<file path="src/inc/cpf_pkg.sv">
// constants and types for the capacitive proximity front-end controller
package cpf_pkg;
  localparam int ADC_W       = 12;          // raw code width
  localparam int PERIOD_W    = 8;           // scan interval setting width
  localparam int TICK_US     = 1000;        // one scan period unit, in us
  localparam int CLK_MHZ     = 20;          // sys_clk rate
  localparam int TICK_CYC    = TICK_US * CLK_MHZ; // cycles per period unit
  localparam int GAIN_W      = 3;           // gain setting width
  localparam int FREQ_W      = 2;           // frequency setting width
  localparam int NSRC        = 5;           // compensation request sources
  localparam logic [ADC_W-1:0] THRESH_RST = 12'h000; // reset threshold
  typedef enum logic [2:0] {
    CPF_IDLE  = 3'b000,
    CPF_REQ   = 3'b001,
    CPF_COMP  = 3'b010,
    CPF_MEAS  = 3'b011,
    CPF_PROC  = 3'b100
  } cpf_state_e;
endpackage

</file>
<file path="src/verilog/cpf_ctrl.sv">
// sequencer for periodic capacitive proximity sampling
`timescale 1ns/1ps
`default_nettype none
module cpf_ctrl #(
  parameter int TICK_CYCLES = cpf_pkg::TICK_CYC  // shorten in simulation
) (
  // clock and reset
  input  wire logic                          sys_clk,
  input  wire logic                          rst_n,
  // configuration
  input  wire logic [cpf_pkg::PERIOD_W-1:0]  scan_interval_setting,
  input  wire logic                          sense_electrode_select,
  input  wire logic                          guard_electrode_select,
  input  wire logic [cpf_pkg::GAIN_W-1:0]    frontend_gain_setting,
  input  wire logic                          gain_boost_enable,
  input  wire logic [cpf_pkg::FREQ_W-1:0]    frontend_freq_setting,
  input  wire logic                          noise_immunity_enable,
  input  wire logic [cpf_pkg::ADC_W-1:0]     near_threshold,
  // compensation requests other than startup (pulses)
  input  wire logic                          comp_req_host,
  input  wire logic                          comp_req_drift,
  input  wire logic                          comp_req_timer,
  input  wire logic                          comp_req_stuck,
  // shared converter arbitration
  output logic                               adc_req,
  input  wire logic                          adc_gnt,
  // analog front-end controls
  output logic                               afe_start,
  output logic                               afe_comp,
  input  wire logic                          afe_done,
  input  wire logic [cpf_pkg::ADC_W-1:0]     afe_code,
  output logic                               sense_top_layer_en,
  output logic                               sense_ext_pin_en,
  output logic                               guard_bottom_layer_en,
  output logic                               guard_ext_pin_en,
  output logic [cpf_pkg::GAIN_W-1:0]         afe_gain,
  output logic                               afe_boost,
  output logic [cpf_pkg::FREQ_W-1:0]         afe_freq,
  output logic                               afe_high_immunity,
  // results
  output logic [cpf_pkg::ADC_W-1:0]          raw_code,
  output logic                               raw_valid,
  output logic                               near_far_status,
  output logic                               compensation_pending_flag,
  output logic                               prox_busy
);
  import cpf_pkg::*;

  // reset release synchroniser
  logic       rst_s1_reg;                 // first stage
  logic       rst_s2_reg;                 // synchronised active-high-run
  always_ff @(posedge sys_clk or negedge rst_n) begin
    if (!rst_n) begin
      rst_s1_reg <= 1'b0;
      rst_s2_reg <= 1'b0;
    end else begin
      rst_s1_reg <= 1'b1;
      rst_s2_reg <= rst_s1_reg;
    end
  end
  wire logic srst_n = rst_s2_reg;

  // async done pulse from the front end passes two flops, then edge detect
  logic       done_s1_reg;
  logic       done_s2_reg;
  logic       done_s3_reg;
  always_ff @(posedge sys_clk or negedge srst_n) begin
    if (!srst_n) begin
      done_s1_reg <= 1'b0;
      done_s2_reg <= 1'b0;
      done_s3_reg <= 1'b0;
    end else begin
      done_s1_reg <= afe_done;
      done_s2_reg <= done_s1_reg;
      done_s3_reg <= done_s2_reg;
    end
  end
  wire logic done_rise = done_s2_reg & ~done_s3_reg;

  // period unit divider: one-cycle enable per unit
  logic [31:0] div_reg;                    // cycle counter within a unit
  logic        unit_tick;
  assign unit_tick = (div_reg == 32'(TICK_CYCLES - 1));
  always_ff @(posedge sys_clk or negedge srst_n) begin
    if (!srst_n) div_reg <= 32'h0;
    else if (unit_tick || scan_interval_setting == '0) div_reg <= 32'h0;
    else div_reg <= div_reg + 32'h1;
  end

  // scan period counter; held at zero when disabled
  logic [PERIOD_W-1:0] per_reg;
  logic                scan_wake;
  assign scan_wake = unit_tick && (per_reg + 8'h1 >= scan_interval_setting);
  always_ff @(posedge sys_clk or negedge srst_n) begin
    if (!srst_n) per_reg <= '0;
    else if (scan_interval_setting == '0) per_reg <= '0;
    else if (scan_wake) per_reg <= '0;
    else if (unit_tick) per_reg <= per_reg + 8'h1;
  end

  // enable detect: zero to nonzero period requests compensation
  logic en_reg;
  wire logic en_now = (scan_interval_setting != '0);
  always_ff @(posedge sys_clk or negedge srst_n) begin
    if (!srst_n) en_reg <= 1'b0;
    else en_reg <= en_now;
  end

  // five request sources gathered into one vector
  logic [NSRC-1:0] comp_src;
  assign comp_src = {comp_req_stuck, comp_req_timer, comp_req_drift,
                     comp_req_host, en_now & ~en_reg};

  // sequencer state
  cpf_state_e st_reg;
  logic       comp_run_reg;                // compensation in this scan
  logic       comp_done;
  always_ff @(posedge sys_clk or negedge srst_n) begin
    if (!srst_n) begin
      st_reg       <= CPF_IDLE;
      comp_run_reg <= 1'b0;
    end else begin
      case (st_reg)
        CPF_IDLE: if (scan_wake && en_now) st_reg <= CPF_REQ;
        CPF_REQ: if (adc_gnt) begin         // wait for shared converter
          comp_run_reg <= compensation_pending_flag;
          st_reg <= compensation_pending_flag ? CPF_COMP : CPF_MEAS;
        end
        CPF_COMP: if (done_rise) begin      // environment captured
          comp_run_reg <= 1'b0;
          st_reg <= CPF_MEAS;
        end
        CPF_MEAS: if (done_rise) st_reg <= CPF_PROC;
        CPF_PROC: st_reg <= CPF_IDLE;
        default: st_reg <= CPF_IDLE;
      endcase
    end
  end
  assign comp_done = (st_reg == CPF_COMP) && done_rise;

  // pending flag: set wins over the clear at completion
  always_ff @(posedge sys_clk or negedge srst_n) begin
    if (!srst_n) compensation_pending_flag <= 1'b0;
    else if (|comp_src) compensation_pending_flag <= 1'b1;
    else if (comp_done) compensation_pending_flag <= 1'b0;
  end

  // launch strobes toward the front end: one cycle on entry
  always_ff @(posedge sys_clk or negedge srst_n) begin
    if (!srst_n) begin
      afe_start <= 1'b0;
      afe_comp  <= 1'b0;
    end else begin
      afe_start <= (st_reg == CPF_REQ) && adc_gnt;
      afe_comp  <= (st_reg == CPF_REQ) && adc_gnt && compensation_pending_flag;
    end
  end

  // converter request held across compensation and measurement
  assign adc_req  = (st_reg == CPF_REQ) || (st_reg == CPF_COMP)
                    || (st_reg == CPF_MEAS);
  assign prox_busy = (st_reg != CPF_IDLE);

  // raw capture and near/far decision
  always_ff @(posedge sys_clk or negedge srst_n) begin
    if (!srst_n) begin
      raw_code        <= '0;
      raw_valid       <= 1'b0;
      near_far_status <= 1'b0;
    end else begin
      raw_valid <= 1'b0;
      if (st_reg == CPF_MEAS && done_rise) begin
        raw_code  <= afe_code;
        raw_valid <= 1'b1;
      end
      if (st_reg == CPF_PROC)
        near_far_status <= (raw_code > near_threshold);
    end
  end

  // electrode routing follows the converter request one cycle later; gain, frequency and immunity settings follow their inputs at all times
  always_ff @(posedge sys_clk or negedge srst_n) begin
    if (!srst_n) begin
      sense_top_layer_en    <= 1'b0;
      sense_ext_pin_en      <= 1'b0;
      guard_bottom_layer_en <= 1'b0;
      guard_ext_pin_en      <= 1'b0;
      afe_gain              <= '0;
      afe_boost             <= 1'b0;
      afe_freq              <= '0;
      afe_high_immunity     <= 1'b0;
    end else begin
      sense_top_layer_en    <= adc_req && !sense_electrode_select;
      sense_ext_pin_en      <= adc_req && sense_electrode_select;
      guard_bottom_layer_en <= adc_req && !guard_electrode_select;
      guard_ext_pin_en      <= adc_req && guard_electrode_select;
      afe_gain              <= frontend_gain_setting;
      // boost is only honoured with the external sensor pin
      afe_boost             <= gain_boost_enable && sense_electrode_select;
      afe_freq              <= frontend_freq_setting;
      afe_high_immunity     <= noise_immunity_enable;
    end
  end
endmodule // cpf_ctrl
`default_nettype wire

</file>
<file path="config.mk">
export PLATFORM = sky130hd
export DESIGN_NAME = cpf_ctrl
export DESIGN_NICKNAME = d
export VERILOG_FILES = /design/src/inc/cpf_pkg.sv /design/src/verilog/cpf_ctrl.sv
export SDC_FILE = /design/constraint.sdc
export NUM_CORES = 1
export LEC_CHECK = 0
export BUFFER_PORTS_ARGS = -buffer_cell sky130_fd_sc_hd__buf_4
export CAP_MARGIN = 30
export CORE_ASPECT_RATIO = 0.8
export CORE_MARGIN = 1.5
export CORE_UTILIZATION = 54
export CTS_BUF_LIST = sky130_fd_sc_hd__clkbuf_16
export CTS_CLUSTER_SIZE = 14
export DETAILED_ROUTE_END_ITERATION = 7
export HOLD_SLACK_MARGIN = 0.1
export PLACE_DENSITY_LB_ADDON = 0.25
export SYNTH_ARGS = -nofsm -noshare
export SYNTH_HDL_FRONTEND = slang
export SYNTH_SLANG_ARGS = --single-unit
</file>
<file path="constraint.sdc">
create_clock -name sys_clk -period 3.25 [get_ports sys_clk]
set_clock_uncertainty 0.15 [all_clocks]
set_input_delay 0.4875 -clock sys_clk [delete_from_list [all_inputs] [get_ports sys_clk]]
set_output_delay 0.4875 -clock sys_clk [all_outputs]
set_load 0.05 [all_outputs]
</file>
==> results of run 1 <==
## placed cells by master (no fill, tap or decap), types with 2 or more instances in the layout
cell type,instances
a21o_1,5
clkbuf_16,9
o21ai_0,9
xnor2_1,22
xor2_1,9
and3_1,7
o21ai_1,4
nand4_1,10
nand2b_1,3
dfrtp_1,76
nor3_1,6
nor3_4,3
nor2_1,34
buf_4,82
or4_1,3
nand2_1,17
clkinv_1,3
and2_1,7
mux2_2,11
nor2_2,3
nand4_2,4
nand3_1,19
ha_1,22
nor4_1,7
or3_1,8
inv_1,30
a21oi_1,17
o31ai_1,3
nand4_4,3
nor4_2,3
and4b_1,2
## report_power, final
group	switching, mW	leakage, nW	internal (mW)
combinational	0.145	1.33	0.137
clock	0.368	0.139	0.582
sequential	0.0815	1.01	1.01
total	0.595	2.47	1.73
## cells by family after synthesis
group,count (synthesis)
and+or+nand+nor,147
DFF,77
AOI/OAI and AO/OA,47
buffers and inverters,40
xor gates and xnor gates,31
adders and majority gates,22
muxes,12
other,1
## per-layer routing
metal	share of wire [%]	global-route usage, %	up-vias	routed length (um)
met4	1.6	7.32	0	132
met2	48	38.3	79	3930
li1	-	-	1491	-
met5	0	0	-	0
met3	4.7	5.60	12	388
met1	46	29.4	1474	3800
## final timing paths
| path | endpoint | cells past startpoint |
|---|---|---|
| min reg2reg | per_reg[7] | 0 |
| max in group asynchronous | div_reg[18] | 1 |
| min | afe_gain[0] | 1 |
| min in group asynchronous | per_reg[7] | 0 |
| max reg2reg | per_reg[1] | 9 |
| max | per_reg[1] | 9 |
## critical path, cell delays in order, from the launching register on
cell	delay, ns
dfrtp_1	0.44
ha_1	0.29
nand3_1	0.12
xnor2_1	0.16
ha_1	0.20
or4_1	0.48
a21oi_1	0.19
o31a_1	0.35
nand3_1	0.14
o2bb2ai_1	0.16
## area by class of cell
cell class | count | area, um^2 | area share [%]
Sequential cell | 77 | 1930 | 38.9
Timing Repair Buffer | 83 | 626 | 12.6
Multi-Input combinational cell | 260 | 1900 | 38.3
Clock buffer | 9 | 225 | 4.55
Inverter | 30 | 113 | 2.27
Tap cell | 87 | 109 | 2.20
Clock inverter | 7 | 57.6 | 1.16
==> results.py, run 1 <==
metrics = {
    "floorplan": {
        "core_um2": 7030,
        "initial_core_util_pct": 56.8,
        "die_w_um": 99.1,
        "die_h_um": 79.9,
        "ioPinCount": 79,
        "std_cell_rows": 27,
        "dieArea_um2": 7920,
    },
    "global_routing": {
        "grt_overflow": 0,
        "grt_pass1_wl_mm": 14.1,
        "grt_use_total_pct": 22.8,
        "first_global_vias": 3041,
        "grt_max_degree": 30,
        "antenna_found_initial": 0,
    },
    "run": {
        "drv_cap": 0,
    },
    "logic_synthesis": {
        "synth_edf_count": 0,
        "synth_top_family_by_area": "simple AND/OR/NAND/NOR gates",
        "synth.most_common_cell": "dfrtp_1",
        "synth.top_cell.area_share_pct": 48.3,
        "synth_seq_area_share_pct": 48.3,
        "syn_nets": 448,
        "ys.flop_type": "dfrtp_1",
        "synth_seq_cells": 77,
        "ys_async_sr_fraction_pct": 100,
        "synth_compound_area_share_pct": 7.40,
        "synth_adder_area_share_pct": 6.90,
        "synthSimpleGateAreaFrac_pct": 23.0,
        "synth-xor-area-share_pct": 6.80,
        "synthMuxAreaShare_pct": 3.35,
        "synth_top_area_cell": "dfrtp_1",
        "yosys_warnings": 0,
        "syn_area_um2": 3990,
        "synthCells": 377,
        "synthDistinctLibCells": 52,
        "netlist_top_cells_count": "77 x dfrtp_1, 34 x nor2_1, 29 x inv_1, 22 x ha_1, 22 x xnor2_1",
        "avgSynthCellArea_um2": 10.6,
        "synth_area_leaders": "dfrtp_1 48%, ha_1 6.9%, xnor2_1 4.8%",
    },
    "run_status": {
        "status": "finished clean",
    },
    "sta": {
        "maxSlewHeadroom_pct": 59.2,
        "period_share_pct": 84.6,
        "tightest_slew_ns": 0.613,
        "fmaxAchievable_mhz": 364,
        "setup_ws_ns": 0.499,
        "setup_viol": 0,
        "fin_setup_tns_ns": 0,
        "holdWs_ns": 0.114,
        "hold_viol": 0,
        "period_needed_ns": 2.75,
        "slew_viol_final": 0,
        "rsz0062_at_grt": "no",
    },
    "layout": {
        "finalInstanceArea_um2": 4950,
        "largest_register_ffs": 32,
        "nets": 532,
        "instances_no_fill": 553,
        "diodes": 0,
        "synthToLayoutAreaGrowth_pct": 24.1,
        "layout-drive-gt1-share_pct": 27.9,
        "fillerInstances": 525,
        "final_util_pct": 70.5,
    },
    "critical_path": {
        "path_max_fanout": 7,
        "critical_path_arrival_ns": 2.86,
        "startpoint": "per_reg[0]",
        "required_ns": 3.35,
        "critPathCaptureType": "flip-flop",
        "start_kind": "flip-flop",
        "rrSetupSlack_ns": 0.50,
        "r2r-start": "per_reg[0]",
        "path_class": "flip-flop to flip-flop",
    },
    "placement": {
        "place_area_um2": 4660,
        "place.gp.congestion": 0.873,
        "pre_cts_ws_ns": 0.542,
        "dp_cells": 536,
        "port_buffers": 78,
        "post-dp-hpwl_mm": 6.01,
    },
    "drt": {
        "drc": 0,
        "dr.pass1.iters": 4,
        "ant_nets": 0,
        "first_iter_violations": 110,
        "dr_total_vias": 3056,
        "wl_mm": 8.26,
        "via_per_inst": 5.53,
        "wl_per_cell_um": 14.9,
    },
    "clock_network": {
        "htreeDepth": 3,
        "clock_latency_ns": 0.33,
        "path_clk_slew_ns": 0.06,
        "post_cts_resized": 0,
        "cts_tree": "yes",
        "cts-root-buf": "clkbuf_16",
        "clock-sinks": 77,
        "cts_buffer_depth": 2,
        "cts_inserted_buffers": 9,
        "cts_hold_buf": 1,
        "cts_setup_buffers": 0,
    },
    "power": {
        "ir_drop_mv": 0.397,
        "p_per_area_nw_per_um2": 469,
        "total_power_mw": 2.33,
        "power.leakage_nw": 2.47,
    },
    "worst_hold_path": {
        "hold_path_class": "primary input to flip-flop",
        "hold_start": "frontend_gain_setting[0]",
    },
}
Note: power is estimated with default switching activity, not from simulation.
==> run 2, diff against run 1 <==
- ABC_AREA: unset -> 1
- CORE_UTILIZATION: 54 -> 50
- clock period: 3.25 -> 2.41 ns (I/O delays scaled with it)
==> run 2 against run 1 <==
Non-clock buffer count increased by 24. Synthesized cell count increased by 40%. Critical path depth increased by 2. Highest routed layer unchanged. First-iteration DRC count increased by 120%. Clock power increased by 73%. Register-to-register slack got worse by 0.41 ns. Sequential share of layout area decreased by 4.4 points. Critical path type unchanged. Largest cell class is now multi-input gates. Via count increased by 26%. Total power increased by 120%.
==> results.py, run 2 <==
metrics = {
    "critical_path": {
        "critPathCaptureType": "flip-flop",
        "crit_path_max_incr_delay_ns": 0.42,
        "cp_top_family": "compound AO/OA/AOI/OAI gates",
        "start_kind": "flip-flop",
        "critical_path_arrival_ns": 2.41,
        "required_ns": 2.51,
        "rrSetupSlack_ns": 0.09,
        "startpoint": "per_reg[2]",
        "cp.buffers_inverters": 2,
        "path_max_fanout": 4,
        "cp-endpoint": "per_reg[2]",
        "r2r_end": "per_reg[2]",
        "cpMaxStageDelayCell": "dfrtp_1",
        "crit_chain": "nand3_2, nor2_2, xor2_1, inv_1, ha_1, a21oi_1, o21a_1, nand2_1, inv_2, nand3_1, o21ai_0",
        "r2r-start": "per_reg[2]",
        "reg2reg_depth": 11,
        "path_class": "flip-flop to flip-flop",
        "path_depth": 11,
    },
    "global_routing": {
        "grt_overflow": 0,
        "grt_pass1_wl_mm": 17.5,
        "grt_max_degree": 39,
        "grt_use_total_pct": 24.8,
        "first_global_vias": 3686,
        "antenna_found_initial": 0,
    },
    "floorplan": {
        "dieArea_um2": 9030,
        "std_cell_rows": 29,
        "die_w_um": 106,
        "core_um2": 8060,
        "ioPinCount": 79,
        "die_h_um": 85.3,
        "initial_core_util_pct": 52.6,
    },
    "power": {
        "power.leakage_nw": 2.79,
        "p_per_area_nw_per_um2": 933,
        "total_power_mw": 5.22,
        "ir_drop_mv": 0.837,
    },
    "sta": {
        "slew_viol_final": 0,
        "holdWs_ns": 0.0920,
        "setup_ws_ns": 0.0924,
        "period_needed_ns": 2.32,
        "fmaxAchievable_mhz": 431,
        "tightest_slew_ns": 0.572,
        "hold_viol": 0,
        "setup_viol": 0,
        "maxSlewHeadroom_pct": 61.8,
        "period_share_pct": 96.2,
    },
    "logic_synthesis": {
        "yosys_warnings": 0,
        "synth.most_common_cell": "nand2_1",
        "synthDistinctLibCells": 38,
        "avgSynthCellArea_um2": 8.00,
        "synthCells": 529,
        "synth.top_cell.area_share_pct": 45.5,
        "synth_edf_count": 0,
        "synth_seq_cells": 77,
        "synth_area_leaders": "dfrtp_1 46%, nand2_1 11%, nor2_1 8.1%",
        "netlist_top_cells_count": "128 x nand2_1, 91 x nor2_1, 77 x dfrtp_1, 65 x inv_1, 22 x ha_1",
        "synth_top_area_cell": "dfrtp_1",
        "synth_seq_area_share_pct": 45.5,
        "ys_async_sr_fraction_pct": 100,
        "syn_nets": 600,
        "syn_area_um2": 4230,
        "ys.flop_type": "dfrtp_1",
    },
    "drt": {
        "ant_nets": 0,
        "dr_total_vias": 3845,
        "via_per_inst": 5.11,
        "wl_per_cell_um": 14.0,
        "first_iter_violations": 238,
        "dr.pass1.iters": 5,
        "wl_mm": 10.5,
        "drc": 0,
    },
    "placement": {
        "place.gp.congestion": 0.978,
        "pre_cts_ws_ns": 0.0216,
        "port_buffers": 78,
        "place_area_um2": 4930,
        "post-dp-hpwl_mm": 7.49,
    },
    "layout": {
        "finalInstanceArea_um2": 5590,
        "largest_register_ffs": 32,
        "layout-drive-gt1-share_pct": 20.3,
        "final_util_pct": 69.4,
        "layout_commonest_cell": "nand2_1",
        "diodes": 0,
        "synthToLayoutAreaGrowth_pct": 32.1,
        "final_cell_mix": "127 x nand2_1, 90 x nor2_1, 83 x buf_4",
        "nets": 710,
    },
    "clock_network": {
        "cts_inserted_buffers": 9,
        "htreeDepth": 3,
        "cts-root-buf": "clkbuf_16",
        "cts_buffer_depth": 2,
        "path_clk_slew_ns": 0.06,
        "clock_latency_ns": 0.33,
        "clock-sinks": 77,
        "cts_tree": "yes",
    },
    "run_status": {
        "status": "finished clean",
    },
    "worst_hold_path": {
        "hold_path_class": "flip-flop to asynchronous set/reset pin",
    },
    "run": {
        "drv_cap": 0,
    },
}
==> run 2: per-layer routing <==
layer / wire [um] / GRT usage, %
met5: 0 / 0
met4: 124 / 6.39
met3: 774 / 5.84
met2: 4710 / 38.8
met1: 4930 / 35.0
==> run 2: worst reg2reg max path, stage by stage, from the launching register on <==
cell     delay, ns
dfrtp_1       0.42
nand3_2       0.12
nor2_2        0.19
xor2_1        0.22
inv_1         0.08
ha_1          0.29
a21oi_1       0.17
o21a_1        0.13
nand2_1       0.08
inv_2         0.12
nand3_1       0.08
o21ai_0       0.19
==> run 2: cells by family after synthesis <==
kind of cell,share of synthesized area (%)
AOI/OAI and AO/OA,4.31
xor gates and xnor gates,5.38
adders and majority gates,6.50
buffers and inverters,7.80
DFF,45.5
muxes,0.236
other,0.0886
and+or+nand+nor,30.2
==> run 2: worst min-delay path by stage <==
stage                        startpoint                         to  slack [ns]  cells after the start
after floorplan                   rst_n                 rst_s1_reg       -0.08                      0
after global placement            rst_n                 rst_s1_reg      -0.006                      1
after detailed placement          rst_n                 rst_s1_reg      -0.003                      1
after CTS                    rst_s2_reg                 div_reg[5]        0.11                      0
after global routing      comp_req_host  compensation_pending_flag        0.13                      3
final                        rst_s2_reg                done_s1_reg        0.09                      0
==> run 2: area by class of cell <==
class,instances,area [um^2]
fill,653,2460
tap,108,135
multi-input combinational,372,2020
timing repair buffer,107,873
clock buffer,9,225
clock inverter,7,138
sequential,77,1930
inverter,72,273
==> run 2: through the flow <==
step | instances | TNS (ns)
after floorplan | 529 | 0
after global routing | 752 | -0.122
after detailed placement | 710 | 0
after global placement | 710 | 0
final | 752 | 0
after CTS | 749 | 0
==> run 2: power by group <==
| group | leakage (nW) | switching [mW] | internal, mW |
|---|---|---|---|
| logic | 1.63 | 1.22 | 0.606 |
| registers | 0.983 | 0.221 | 1.53 |
| clock network | 0.177 | 0.531 | 1.11 |
| total | 2.79 | 1.97 | 3.25 |
==> run 2: repair_timing <==
item,4_1_cts,5_1_grt
hold buffers,23,0
setup buffers,0,3
setup endpoints to repair,5,10
pin swaps,0,4
resized for setup,1,9
cloned,0,0
hold endpoints to repair,25,0
==> run 3, diff against run 2 <==
- PLACE_DENSITY_LB_ADDON: 0.25 -> 0.3
==> run 3 against run 2 <==
Clock power shrank 29%. Hold slack improved by 0.0015 ns. Total power down 9.4%. Cell count shrank 0.66%. Routed wire length rose by 1.3%. First-iteration DRC count is 12% higher. Combinational power is essentially flat. Utilization is 1.5 points lower. Count of clock-buffer cells in the layout unchanged. Register-to-register slack got worse by 0.03 ns. Sequential share of layout area rose by 0.80 points. Via count down 0.36%. Largest cell class unchanged. Highest routed layer unchanged.
==> results.py, run 3 (synthesis results as in run 2) <==
metrics = {
    "run_status": {
        "status": "finished clean",
    },
    "global_routing": {
        "antenna_found_initial": 0,
        "grt_use_total_pct": 25.1,
        "grt_pass1_wl_mm": 17.9,
        "grt_overflow": 0,
        "first_global_vias": 3721,
        "grt_max_degree": 55,
    },
    "placement": {
        "post-dp-hpwl_mm": 7.65,
        "place.gp.congestion": 0.932,
        "port_buffers": 78,
        "pre_cts_ws_ns": 0.0315,
        "place_area_um2": 4920,
    },
    "clock_network": {
        "clock-sinks": 77,
        "cts-root-buf": "clkbuf_16",
        "cts_inserted_buffers": 9,
        "clock_latency_ns": 0.34,
        "path_clk_slew_ns": 0.06,
        "htreeDepth": 3,
        "cts_tree": "yes",
        "cts_buffer_depth": 2,
    },
    "floorplan": {
        "die_w_um": 106,
        "initial_core_util_pct": 52.6,
        "std_cell_rows": 29,
        "dieArea_um2": 9030,
        "core_um2": 8060,
        "die_h_um": 85.3,
        "ioPinCount": 79,
    },
    "sta": {
        "fmaxAchievable_mhz": 426,
        "setup_viol": 0,
        "setup_ws_ns": 0.0651,
        "hold_viol": 0,
        "period_needed_ns": 2.34,
        "slew_viol_final": 0,
        "tightest_slew_ns": 0.574,
        "period_share_pct": 97.3,
        "maxSlewHeadroom_pct": 61.7,
    },
    "drt": {
        "drc": 0,
        "ant_nets": 0,
        "dr.pass1.iters": 5,
        "wl_mm": 10.7,
        "wl_per_cell_um": 14.3,
        "first_iter_violations": 266,
        "dr_total_vias": 3831,
        "via_per_inst": 5.13,
    },
    "layout": {
        "finalInstanceArea_um2": 5470,
        "diodes": 0,
        "layout_commonest_cell": "nand2_1",
        "synthToLayoutAreaGrowth_pct": 29.2,
        "layout-drive-gt1-share_pct": 20.2,
        "final_cell_mix": "126 x nand2_1, 90 x nor2_1, 79 x buf_4",
        "fillerInstances": 657,
        "largest_register_ffs": 32,
        "nets": 706,
    },
    "power": {
        "p_per_area_nw_per_um2": 864,
        "power.leakage_nw": 2.72,
        "total_power_mw": 4.73,
        "ir_drop_mv": 0.601,
    },
    "critical_path": {
        "critPathCaptureType": "flip-flop",
        "start_kind": "flip-flop",
        "required_ns": 2.53,
        "path_max_fanout": 4,
        "critical_path_arrival_ns": 2.46,
        "path_class": "flip-flop to flip-flop",
    },
    "worst_hold_path": {
        "hold_path_class": "flip-flop to asynchronous set/reset pin",
    },
    "run": {
        "drv_cap": 0,
    },
}
==> run 3: power by group <==
group          switching [mW]  internal (mW)
clock                   0.496          0.674
combinational            1.22          0.603
sequential              0.212           1.53
total                    1.92           2.80
==> run 3: through the flow <==
| stage | instances | hold slack (ns) | TNS (ns) | util (%) |
|---|---|---|---|---|
| floorplan | 529 | -0.0841 | 0 | - |
| global placement | 708 | -0.00554 | 0 | 61.1 |
| detailed placement | 708 | -0.00356 | 0 | 61.1 |
| CTS | 746 | 0.114 | 0 | 67.0 |
| global route | 747 | 0.132 | -0.579 | 67.9 |
| finish | 747 | 0.0936 | 0 | 67.9 |
==> run 3: layout make-up <==
| class | count | area (um^2) | share of cell area (%) |
|---|---|---|---|
| inverters | 72 | 273 | 4.99 |
| repair buffers | 103 | 843 | 15.4 |
| multi-input cells | 372 | 2040 | 37.3 |
| well taps | 108 | 135 | 2.47 |
| clock buffers | 9 | 225 | 4.12 |
| clock inverters | 6 | 26.3 | 0.480 |
| flip-flops and latches | 77 | 1930 | 35.3 |
==> run 3: final timing paths <==
| check | startpoint | to | slack, ns | depth (start not counted) |
|---|---|---|---|---|
| worst min-delay path | rst_s2_reg | per_reg[2] | 0.09 | 0 |
| worst min register to register | rst_s2_reg | per_reg[2] | 0.09 | 0 |
| min in group sys_clk | comp_req_timer | compensation_pending_flag | 0.12 | 3 |
| worst max-delay path | per_reg[0] | st_reg[1] | 0.07 | 14 |
| worst max register to register | per_reg[0] | st_reg[1] | 0.07 | 14 |
| max in group asynchronous | rst_s2_reg | raw_code[7] | 1.35 | 1 |
==> run 3: critical path: stages, from the launching register on <==
cell and delay [ns]:
dfrtp_1 0.42, ha_2 0.23, nand2_2 0.09, nor3_2 0.16, xnor2_1 0.16, inv_1 0.07, ha_1 0.27, nand2_1 0.06
nor2_1 0.13, nand2_1 0.08, nand2_1 0.10, nand3_1 0.10, nand2_1 0.11, nand3_1 0.08, nand2_1 0.06
==> run 3: timing repair <==
item | CTS | global route
resized for setup | 0 | 17
endpoints found under the hold margin | 24 | 0
hold buffers | 23 | 0
setup buffers | 0 | 1
endpoints found under the setup margin | 0 | 10
==> run 3: layer usage <==
metal / GRT usage, % / up-vias / part of all wire (%)
li1: - / 1874 / -
met1: 36.7 / 1797 / 47
met2: 37.8 / 150 / 44
met3: 5.76 / 10 / 7.4
met4: 6.27 / 0 / 0.97
met5: 0 / - / 0
